**src/inc/pbg_pkg.sv**
```systemverilog
// package: constants and types for the pad behaviour and gpio block
package pbg_pkg;
    // clock is 10 MHz here; fixed clock output uses the divider below
    localparam int unsigned CLK_HZ        = 10_000_000;
    localparam int unsigned FIXCLK_HZ     = 4_608_000;
    // a 50% square wave needs a whole half-period count of at least one cycle
    localparam int unsigned FIXCLK_HALF   = (CLK_HZ / (2 * FIXCLK_HZ)) < 1 ? 1 :
                                            (CLK_HZ / (2 * FIXCLK_HZ));
    localparam int unsigned P1_STRONG_CYC = 2;
    localparam logic [8:0]  GPO_RESET     = 9'h1ff;
    localparam logic [7:0]  PORT_ONES     = 8'hff;
    localparam logic [7:0]  PORT_ZERO     = 8'h00;

    typedef enum logic [1:0] {
        PBG_MODE_NORMAL = 2'b00,
        PBG_MODE_TEST   = 2'b01,
        PBG_MODE_EMUL   = 2'b11
    } pbg_mode_t;

    typedef enum logic [1:0] {
        PBG_TRI_LOW  = 2'b00,
        PBG_TRI_OPEN = 2'b01,
        PBG_TRI_HIGH = 2'b11
    } pbg_tri_t;

    typedef enum logic [1:0] {
        PBG_ST_RESET = 2'b00,
        PBG_ST_RUN   = 2'b01,
        PBG_ST_SHUT  = 2'b11
    } pbg_state_t;
endpackage

```
**src/inc/pbg_edge_if.sv**
```systemverilog
// interface: synchronised pin levels and their change pulses
`timescale 1ns/1ps
`default_nettype none
interface pbg_edge_if #(parameter int W = 4);
    logic [W-1:0] level;
    logic [W-1:0] change;
    modport src (output level, output change);
    modport dst (input level, input change);
endinterface
`default_nettype wire

```
**src/logic/pbg_sync_edge.sv**
```systemverilog
// module: two-flop synchroniser with change detection per bit
`timescale 1ns/1ps
`default_nettype none
module pbg_sync_edge #(
    parameter int W = 4
) (
    // clock and reset
    input  wire logic         clk,
    input  wire logic         resetn,
    // raw pins
    input  wire logic [W-1:0] pinIn,
    // synchronised result
    pbg_edge_if.src           edges
);
    logic [W-1:0] meta;
    logic [W-1:0] stable;
    logic [W-1:0] prev;

    // no reset: the chain settles on the pin level while reset is held,
    // so a pin idling high gives no false change pulse after release
    always_ff @(posedge clk)
    begin
        meta   <= pinIn;
        stable <= meta;
        prev   <= stable;
    end

    assign edges.level  = stable;
    assign edges.change = stable ^ prev;
endmodule
`default_nettype wire

```
**src/logic/pbg_fixclk_div.sv**
```systemverilog
// module: enable-driven divider for the fixed clock output
`timescale 1ns/1ps
`default_nettype none
module pbg_fixclk_div #(
    parameter int unsigned HALF = pbg_pkg::FIXCLK_HALF
) (
    // clock and reset
    input  wire logic clk,
    input  wire logic resetn,
    // run control
    input  wire logic run,
    // divided square wave
    output var  logic clkOut
);
    logic [7:0] cnt;

    always_ff @(posedge clk)
    begin
        if (!resetn || !run)
        begin
            cnt    <= 8'h00;
            clkOut <= 1'b0;
        end
        else if (cnt == 8'(HALF - 1))
        begin
            cnt    <= 8'h00;
            clkOut <= ~clkOut;
        end
        else
        begin
            cnt <= cnt + 8'h01;
        end
    end
endmodule
`default_nettype wire

```
**src/logic/pbg_pads.sv**
```systemverilog
// module: pad behaviour across normal, reset, shutdown and emulation
//
// Contract
// - fixed clock output, 50% duty, divided
// - shutdown freezes voice/cipher output pin levels
// - separate active-high rx and tx window strobes
// - sync pin accepts external 500 Hz frame input
// - voice stream with bit and frame clocks
// - host clocks pcm; device passes samples
// - latch strobe driven normally, input in emulation
// - select pins decode normally, irq in emulation
// - third select: decode or core clock
// - port 0 pull/hold/float per mode
// - port 1 one driven strongly two cycles
// - port 1 change irq, hold, float, pullups
// - port 2 upper address or latch byte
// - write/read strobes: output normal, input emulation
// - fetch strobe weak high shutdown, float emulation
// - general outputs hold level, reset to one
// - three-level input readable, or general output
// - mode strap sampled during reset sets emulation
// - external irq on every change
// - serial clock and data low when idle
// - reset line open drain, watchdog pulls low
// - strap high normal, open test, low emulation
`timescale 1ns/1ps
`default_nettype none
module pbg_pads (
    // clock and reset
    input  wire logic               clk,
    input  wire logic               resetn,
    // chip state controls
    input  wire logic               shutdownReq,
    input  wire logic               watchdogExpire,
    input  wire logic               serialEnable,
    // internal functional sources
    input  wire logic               rxWindow,
    input  wire logic               txWindow,
    input  wire logic [3:0]         voiceOut,
    input  wire logic [1:0]         cipherOut,
    input  wire logic [8:0]         gpoLevel,
    input  wire logic [8:0]         gpoSelect,
    input  wire logic               selCoreClock,
    input  wire logic [2:0]         addrDecodeN,
    input  wire logic [1:0]         coreIrq,
    input  wire logic               coreClock,
    input  wire logic               latchStrobe,
    input  wire logic               writeStrobeN,
    input  wire logic               readStrobeN,
    input  wire logic               fetchStrobeN,
    input  wire logic               fetchOrWide,
    input  wire logic [15:8]        addrHigh,
    input  wire logic [7:0]         port2Latch,
    input  wire logic [7:0]         port0Out,
    input  wire logic               port0Drive,
    input  wire logic [7:0]         port1Latch,
    input  wire logic [7:0]         port1IrqEnable,
    input  wire logic [7:0]         port1PullupOff,
    input  wire logic               syncInSelect,
    input  wire logic               serialClk,
    input  wire logic               serialData,
    input  wire logic               pcmDataOut,
    // pins in
    input  wire logic               radio_rx_data,
    input  wire logic               frame_sync_io,
    input  wire logic               pcm_bit_clock,
    input  wire logic               pcm_tx_strobe,
    input  wire logic               pcm_rx_strobe,
    input  wire logic               pcm_tx_data_in,
    input  wire logic               ext_irq_a,
    input  wire logic               ext_irq_b,
    input  wire logic               ext_irq_c_or_antenna_switch,
    input  wire logic               resetPinIn,
    input  wire logic               strapLow,
    input  wire logic               strapHigh,
    input  wire logic               triLowIn,
    input  wire logic               triHighIn,
    input  wire logic               latchPinIn,
    input  wire logic               writePinInN,
    input  wire logic               readPinInN,
    input  wire logic [7:0]         port1PinIn,
    // pins out
    output var  logic               fixed_clock_out,
    output var  logic               rx_window_strobe,
    output var  logic               tx_window_strobe,
    output var  logic [5:0]         voicePinOut,
    output var  logic [5:0]         voicePinOe_n,
    output var  logic               three_level_in_or_gpo_g,
    output var  logic               triPinOe_n,
    output var  logic               decode_sel_a_or_irq_a,
    output var  logic               decode_sel_b_or_irq_b,
    output var  logic               decode_sel_c_or_core_clock,
    output var  logic               latchPinOut,
    output var  logic               latchPinOe_n,
    output var  logic               writePinOutN,
    output var  logic               readPinOutN,
    output var  logic               strobePinOe_n,
    output var  logic               prog_fetch_strobe,
    output var  logic               fetchPinOe_n,
    output var  logic               fetchWeakHigh,
    output var  logic [7:0]         port0PinOut,
    output var  logic [7:0]         port0PinOe_n,
    output var  logic [7:0]         port0WeakHigh,
    output var  logic [7:0]         port1PinOut,
    output var  logic [7:0]         port1PinOe_n,
    output var  logic [7:0]         port1WeakHigh,
    output var  logic [7:0]         port2PinOut,
    output var  logic [7:0]         port2PinOe_n,
    output var  logic               sync_serial_dout,
    output var  logic               serialClkPin,
    output var  logic               pcm_rx_data_out,
    output var  logic               resetPinOut,
    output var  logic               resetPinOe_n,
    // status to software
    output var  logic               emulationMode,
    output var  logic               testMode,
    output var  logic [1:0]         triLevel,
    output var  logic [7:0]         port1IrqFlag,
    output var  logic [2:0]         extIrqFlag,
    output var  logic               frameSyncPulse,
    output var  logic               radioRxBit,
    output var  logic [2:0]         pcmSyncLevel,
    output var  logic               pcmTxSample
);
    // ==========================================================
    // synchronisers
    // ==========================================================
    pbg_edge_if #(.W(3)) extE ();
    pbg_edge_if #(.W(6)) auxE ();
    pbg_edge_if #(.W(8)) p1E ();

    pbg_sync_edge #(.W(3)) uExt (
        .clk    (clk),
        .resetn (resetn),
        .pinIn  ({ext_irq_c_or_antenna_switch, ext_irq_b, ext_irq_a}),
        .edges  (extE)
    );
    pbg_sync_edge #(.W(6)) uAux (
        .clk    (clk),
        .resetn (resetn),
        .pinIn  ({pcm_tx_data_in, pcm_rx_strobe, pcm_tx_strobe,
                  pcm_bit_clock, frame_sync_io, radio_rx_data}),
        .edges  (auxE)
    );
    pbg_sync_edge #(.W(8)) uP1 (
        .clk    (clk),
        .resetn (resetn),
        .pinIn  (port1PinIn),
        .edges  (p1E)
    );

    // ==========================================================
    // mode strap and chip state
    // ==========================================================
    pbg_pkg::pbg_state_t state;
    pbg_pkg::pbg_mode_t  mode;
    logic [1:0]          strapMeta;
    logic [1:0]          strapSync;
    logic                shut;

    // strap synchronised, then caught while reset is held
    always_ff @(posedge clk)
    begin
        strapMeta <= {strapHigh, strapLow};
        strapSync <= strapMeta;
    end

    always_ff @(posedge clk)
    begin
        if (!resetn)
        begin
            case (strapSync)
                2'b01:   mode <= pbg_pkg::PBG_MODE_EMUL;
                2'b10:   mode <= pbg_pkg::PBG_MODE_NORMAL;
                default: mode <= pbg_pkg::PBG_MODE_TEST;
            endcase
        end
    end

    always_ff @(posedge clk)
    begin
        if (!resetn)
            state <= pbg_pkg::PBG_ST_RESET;
        else
        begin
            case (state)
                pbg_pkg::PBG_ST_RESET: state <= pbg_pkg::PBG_ST_RUN;
                pbg_pkg::PBG_ST_RUN:
                    if (shutdownReq)
                        state <= pbg_pkg::PBG_ST_SHUT;
                pbg_pkg::PBG_ST_SHUT:
                    if (!shutdownReq)
                        state <= pbg_pkg::PBG_ST_RUN;
                default: state <= pbg_pkg::PBG_ST_RESET;
            endcase
        end
    end

    assign shut          = (state == pbg_pkg::PBG_ST_SHUT);
    assign emulationMode = (mode == pbg_pkg::PBG_MODE_EMUL);
    assign testMode      = (mode == pbg_pkg::PBG_MODE_TEST);

    // ==========================================================
    // fixed clock and radio strobes
    // ==========================================================
    pbg_fixclk_div uDiv (
        .clk    (clk),
        .resetn (resetn),
        .run    (!shut),
        .clkOut (fixed_clock_out)
    );

    always_ff @(posedge clk)
    begin
        if (!resetn)
        begin
            rx_window_strobe <= 1'b0;
            tx_window_strobe <= 1'b0;
        end
        else
        begin
            rx_window_strobe <= rxWindow;
            tx_window_strobe <= txWindow;
        end
    end

    // radio and pcm inputs only ever read after two flops
    assign radioRxBit     = auxE.level[0];
    assign frameSyncPulse = syncInSelect & auxE.change[1] & auxE.level[1];
    assign pcmSyncLevel   = auxE.level[4:2];
    assign pcmTxSample    = auxE.level[5];

    always_ff @(posedge clk)
    begin
        if (!resetn)
            pcm_rx_data_out <= 1'b0;
        else if (auxE.change[2] && auxE.level[2])
            pcm_rx_data_out <= pcmDataOut;
    end

    // ==========================================================
    // multifunction voice, cipher and general outputs
    // ==========================================================
    logic [5:0] funcSrc;
    logic [8:0] gpoReg;
    assign funcSrc = {cipherOut, voiceOut};

    always_ff @(posedge clk)
    begin
        if (!resetn)
            gpoReg <= pbg_pkg::GPO_RESET;
        else if (!shut)
            gpoReg <= gpoLevel;
    end

    // frozen in shutdown: a voice clock must not glitch the codec mid-sleep
    always_ff @(posedge clk)
    begin
        if (!resetn)
            voicePinOut <= pbg_pkg::GPO_RESET[5:0];
        else if (!shut)
        begin
            for (int i = 0; i < 6; i++)
                voicePinOut[i] <= gpoSelect[i] ? gpoLevel[i] : funcSrc[i];
        end
    end
    // cipher input pin (bit 5) is an input unless used as output
    assign voicePinOe_n = {~gpoSelect[5], 5'b0_0000};

    // ==========================================================
    // three-level input
    // ==========================================================
    logic [1:0] triMeta;
    logic [1:0] triSync;
    always_ff @(posedge clk)
    begin
        triMeta <= {triHighIn, triLowIn};
        triSync <= triMeta;
    end
    always_ff @(posedge clk)
    begin
        if (!resetn)
            triLevel <= pbg_pkg::PBG_TRI_OPEN;
        else
        begin
            case (triSync)
                2'b01:   triLevel <= pbg_pkg::PBG_TRI_LOW;
                2'b10:   triLevel <= pbg_pkg::PBG_TRI_HIGH;
                default: triLevel <= pbg_pkg::PBG_TRI_OPEN;
            endcase
        end
    end
    assign three_level_in_or_gpo_g = gpoReg[8];
    assign triPinOe_n              = ~gpoSelect[8];

    // ==========================================================
    // microcontroller bus pins
    // ==========================================================
    always_ff @(posedge clk)
    begin
        if (!resetn)
        begin
            decode_sel_a_or_irq_a      <= 1'b1;
            decode_sel_b_or_irq_b      <= 1'b1;
            decode_sel_c_or_core_clock <= 1'b1;
            port2PinOut                <= pbg_pkg::PORT_ONES;
        end
        else
        begin
            decode_sel_a_or_irq_a <= emulationMode ? coreIrq[0] : addrDecodeN[0];
            decode_sel_b_or_irq_b <= emulationMode ? coreIrq[1] : addrDecodeN[1];
            decode_sel_c_or_core_clock <= (selCoreClock || emulationMode) ?
                                          coreClock : addrDecodeN[2];
            port2PinOut <= fetchOrWide ? addrHigh : port2Latch;
        end
    end

    assign latchPinOut   = latchStrobe;
    assign latchPinOe_n  = emulationMode;
    assign writePinOutN  = writeStrobeN;
    assign readPinOutN   = readStrobeN;
    assign strobePinOe_n = emulationMode;
    assign port2PinOe_n  = {8{emulationMode | shut | (state == pbg_pkg::PBG_ST_RESET)}};

    // fetch strobe: weak high in shutdown, floating in emulation
    assign prog_fetch_strobe = fetchStrobeN;
    assign fetchPinOe_n      = emulationMode | shut;
    assign fetchWeakHigh     = shut & ~emulationMode;

    // ==========================================================
    // port 0 and port 1
    // ==========================================================
    logic [7:0] p0Last;
    logic [7:0] p1Prev;
    logic [1:0] p1Strong [8];

    always_ff @(posedge clk)
    begin
        if (!resetn)
            p0Last <= pbg_pkg::PORT_ONES;
        else if (!shut && port0Drive)
            p0Last <= port0Out;
    end

    always_comb
    begin
        port0PinOut   = shut ? pbg_pkg::PORT_ZERO : port0Out;
        port0PinOe_n  = pbg_pkg::PORT_ONES;
        port0WeakHigh = pbg_pkg::PORT_ZERO;
        if (emulationMode)
            port0PinOe_n = pbg_pkg::PORT_ONES;
        else if (state == pbg_pkg::PBG_ST_RESET)
            port0WeakHigh = pbg_pkg::PORT_ONES;
        else if (shut)
        begin
            port0PinOe_n  = p0Last;
            port0WeakHigh = p0Last;
        end
        else if (port0Drive)
            port0PinOe_n = pbg_pkg::PORT_ZERO;
    end

    // strong drive for two cycles after a pin turns to one, then pull-up only
    always_ff @(posedge clk)
    begin
        if (!resetn)
            p1Prev <= pbg_pkg::PORT_ONES;
        else if (!shut)
            p1Prev <= port1Latch;
    end

    for (genvar g = 0; g < 8; g++)
    begin : gP1
        always_ff @(posedge clk)
        begin
            if (!resetn)
                p1Strong[g] <= 2'b00;
            else if (port1Latch[g] && !p1Prev[g] && !shut)
                p1Strong[g] <= 2'(pbg_pkg::P1_STRONG_CYC);
            else if (p1Strong[g] != 2'b00)
                p1Strong[g] <= p1Strong[g] - 2'b01;
        end
        assign port1PinOut[g]   = p1Prev[g];
        assign port1PinOe_n[g]  = emulationMode | (p1Prev[g] & (p1Strong[g] == 2'b00));
        assign port1WeakHigh[g] = ~emulationMode & ~port1PullupOff[g];
    end

    // ==========================================================
    // interrupt flags: a one-cycle pulse per change, with no latched set or clear
    // ==========================================================
    always_ff @(posedge clk)
    begin
        if (!resetn)
        begin
            port1IrqFlag <= pbg_pkg::PORT_ZERO;
            extIrqFlag   <= 3'b000;
        end
        else
        begin
            port1IrqFlag <= p1E.change & port1IrqEnable;
            extIrqFlag   <= extE.change;
        end
    end

    // ==========================================================
    // serial port and reset pin
    // ==========================================================
    always_comb
    begin
        serialClkPin     = 1'b0;
        sync_serial_dout = 1'b0;
        if (serialEnable && !shut)
        begin
            serialClkPin     = serialClk;
            sync_serial_dout = serialData;
        end
    end

    // open drain: pulls low only, never in emulation where it is input only
    assign resetPinOut  = 1'b0;
    assign resetPinOe_n = emulationMode | ~watchdogExpire;
endmodule
`default_nettype wire

```
**config.mk**
```make
export PLATFORM = sky130hd
export DESIGN_NAME = pbg_pads
export DESIGN_NICKNAME = d
export VERILOG_FILES = /design/src/inc/pbg_pkg.sv /design/src/inc/pbg_edge_if.sv /design/src/logic/pbg_sync_edge.sv /design/src/logic/pbg_fixclk_div.sv /design/src/logic/pbg_pads.sv
export SDC_FILE = /design/constraint.sdc
export NUM_CORES = 1
export LEC_CHECK = 0
export ABC_CLOCK_PERIOD_IN_PS = 2300
export BUFFER_PORTS_ARGS = -buffer_cell sky130_fd_sc_hd__buf_2
export CAP_MARGIN = 20
export CORE_ASPECT_RATIO = 1.2
export CORE_UTILIZATION = 25
export CTS_CLUSTER_SIZE = 12
export DETAILED_ROUTE_END_ITERATION = 16
export GPL_TIMING_DRIVEN = 0
export MAX_ROUTING_LAYER = met4
export PLACE_DENSITY = 0.52
export SLEW_MARGIN = 5
export SYNTH_ARGS = -nofsm -noshare
export SYNTH_HDL_FRONTEND = slang
export SYNTH_SLANG_ARGS = --single-unit
```
**constraint.sdc**
```tcl
create_clock -name clk -period 2.3 [get_ports clk]
set_clock_uncertainty 0.05 [all_clocks]
set_input_delay 0.23 -clock clk [delete_from_list [all_inputs] [get_ports clk]]
set_output_delay 0.23 -clock clk [all_outputs]
set_load 0.01 [all_outputs]
```
==> impl_metrics.env <==
export IMPL_timing_hold_worst_class="input pin to register"
export IMPL_drt_pass1_iterations=4
export IMPL_antenna_violating_nets_post_route=0
export IMPL_data_arrival_at_the_endpoint_of_the_critical_path_ns=1.87
export IMPL_cts_tree="done"
export IMPL_rsz_0062_raised_after_global_routing="false"
export IMPL_ys_flop_type="dfxtp_1"
export IMPL_grt_start_max_net_pins=17
export IMPL_slew_worst_pin_ns=0.733
export IMPL_crit_path_end_kind="output port"
export IMPL_synthSimpleGateAreaFrac_pct=21.3
export IMPL_die_width_microns=130
export IMPL_postSynthCellCount=510
export IMPL_timing_final_max_slew_violations=0
export IMPL_final_count_of_negative_setup_slack_endpoints=0
export IMPL_clock_path_buffers=2
export IMPL_crit_required_ns=2.02
export IMPL_crit_type="register to output port"
export IMPL_finalHoldViolations=0
export IMPL_max_freq_mhz=465
export IMPL_start_kind="register"
export IMPL_post_route_drc_count=0
export IMPL_area_growth_synth_to_final_pct=54.7
export IMPL_clockRootBuffer="clkbuf_16"
export IMPL_routed_wirelength_mm=14.2
export IMPL_tns_ns=0
export IMPL_via_density=4.10
export IMPL_distinct_cells_synth=35
export IMPL_irDropWorstVdd_uv=455
export IMPL_placementRows=56
export IMPL_post_synth_xor_area_fraction_pct=2.65
export IMPL_postSynthRegisterBits=134
export IMPL_drv_max_cap_violation_count=0
export IMPL_crit_fanout=10
export IMPL_cts_buffers_inserted=17
export IMPL_outcome="complete, no violations"
export IMPL_synth_avg_cell_area_sq_um=9.70
export IMPL_dieHeight_microns=156
export IMPL_post_route_util_pct=39.3
export IMPL_timing_slew_headroom_pct=51.1
export IMPL_clock_sinks=134
export IMPL_htreeDepth=4
export IMPL_grt_antenna_before_repair=0
export IMPL_timing_final_crit_share_pct=93.5
export IMPL_async_flop_share_pct=0
export IMPL_yosys_area_share_adder_pct=2.53
export IMPL_design_die_area_sq_mm=0.0204
export IMPL_layout_commonest_cell="buf_2"
export IMPL_synth_compound_gate_area_share_pct=6.62
export IMPL_synth_cell_area_sq_mm=0.00495
export IMPL_synth_top_family_by_area="simple AND/OR/NAND/NOR gates"
export IMPL_pin_count=239
export IMPL_synth_sequential_area_ratio_pct=57.9
export IMPL_grt_total_usage_pct=14.5
export IMPL_dpl_hpwl_mm=9.98
export IMPL_layout_drive_gt1_share_pct=34.5
export IMPL_place_port_buffers=218
export IMPL_coreArea_sq_mm=0.0195
export IMPL_p_leak_nw=3.57
export IMPL_globalRoute_totalOverflow=0
export IMPL_period_needed_ns=2.15
export IMPL_final_nets=950
export IMPL_latest_clock_arrival_within_the_worst_skew_pair_ns=0.42
export IMPL_vias=4480
export IMPL_initial_utilization_pct=25.4
export IMPL_grt_pass1_vias=4407
export IMPL_total_power_mw=6.73
export IMPL_synth_mux_area_fraction_pct=1.82
export IMPL_ys_warn_count=0
export IMPL_clk_pin_slew_worst_paths_ns=0.06
export IMPL_postCtsSetupRepairBufs=0
export IMPL_synth_edff_count=18
export IMPL_first_iter_violations=114
export IMPL_gp_routability_congestion=0.777
export IMPL_route_detailed_wl_per_inst_microns=13.0
export IMPL_grt_first_pass_wirelength_mm=21.2
export IMPL_final_cell_mix="221 x buf_2, 115 x dfxtp_1, 78 x nand2_1"
export IMPL_fin_worst_hold_slack_ns=0.0219
export IMPL_power_density_mw_per_mm2=879
## cell usage after synthesis, types with 2 or more instances
master | instances | share of area, %
dfxtp_1 | 116 | 47
nand2_1 | 78 | 5.9
nor2_1 | 32 | 2.4
nand3_1 | 25 | 2.5
inv_1 | 24 | 1.8
a21oi_1 | 22 | 2.2
buf_4 | 22 | 3.3
clkbuf_1 | 19 | 1.4
o21ai_0 | 19 | 1.9
edfxtp_1 | 18 | 11
and3_1 | 12 | 1.5
and2_1 | 11 | 1.4
xor2_1 | 11 | 1.9
ha_1 | 10 | 2.5
nand2b_1 | 10 | 1.3
nand3b_1 | 10 | 1.5
mux2i_1 | 9 | 1.8
nor2b_1 | 9 | 1.1
nor3b_1 | 8 | 1.2
nor4_1 | 7 | 0.88
o21a_1 | 7 | 1.1
a211oi_1 | 6 | 0.91
or3_1 | 5 | 0.63
buf_1 | 4 | 0.30
xnor2_1 | 4 | 0.71
buf_2 | 2 | 0.20
or2_2 | 2 | 0.25
## layer usage
layer,global-route usage (%),vias to the layer above,share of wire [%]
met5,-,-,0
met4,5.80,0,1.1
met3,4.25,13,5.6
met2,26.3,148,53
met1,14.4,2033,40
li1,-,2286,-
## registers in the layout (all words and copies together), names as in the netlist, 3 cells and up
signal	cells
uExt.meta	3
extIrqFlag	3
uAux.edges.level	6
uExt.prev	3
port2PinOut	8
port1IrqFlag	8
uAux.meta	6
p0Last	8
uP1.meta	8
uDiv.cnt	8
port1PinOut	8
uP1.edges.level	8
uExt.edges.level	3
uP1.prev	8
p1Strong	16
voicePinOut	6
## timing repair
action,4_1_cts,5_1_grt
gates resized for setup,7,6
cloned,0,0
setup endpoints to repair,25,13
endpoints found under the hold margin,57,0
hold buffers,67,0
## through the flow
step           instance area, sq um  setup WS, ns  instances
3_5_place_dp                   6380        0.0978        994
4_1_cts                        7640        0.0497       1093
6_report                       7660         0.150       1094
2_1_floorplan                  4970         0.755        515
5_1_grt                        7650        0.0103       1093
3_3_place_gp                   6380         0.130        994
## worst max-delay path: stages (launching register included)
cell and delay, ns:
dfxtp_1 0.29, buf_2 0.17, nand2_1 0.15, clkbuf_2 0.28
buf_2 0.33, nand2_1 0.09, buf_2 0.14
## layout make-up
cell class | instances | area [sq um]
Fill cell | 2008 | 11800
Sequential cell | 134 | 2860
Timing Repair Buffer | 285 | 1760
Multi-Input combinational cell | 309 | 1750
Clock buffer | 17 | 425
Tap cell | 261 | 327
Buffer | 47 | 275
Clock inverter | 15 | 155
Inverter | 25 | 97.6
Antenna cell | 1 | 2.50
## where the power goes
part	internal (mW)	total [mW]	switching (mW)	leakage [nW]
combinational	0.611	1.26	0.651	2.12
sequential	2.67	2.78	0.103	1.17
clock	1.54	2.69	1.16	0.282
## final timing paths
path	from	to	slack, ns	depth (start not counted)
setup / recovery	state[0]	fetchPinOe_n	0.15	6
hold reg to reg	uP1.meta[0]	uP1.edges.level[0]	0.28	0
hold / removal	port0Out[6]	p0Last[6]	0.02	3
setup reg to reg	state[0]	p1Strong[0][0]	0.36	5
## kinds of logic after synthesis
kind of cell	Yosys count
compound gates	57
xor+xnor	15
fa+ha+maj	10
buf+inv	72
flops	134
mux	9
other cells	1
simple gates	212
(Power assumes the default switching activity.)
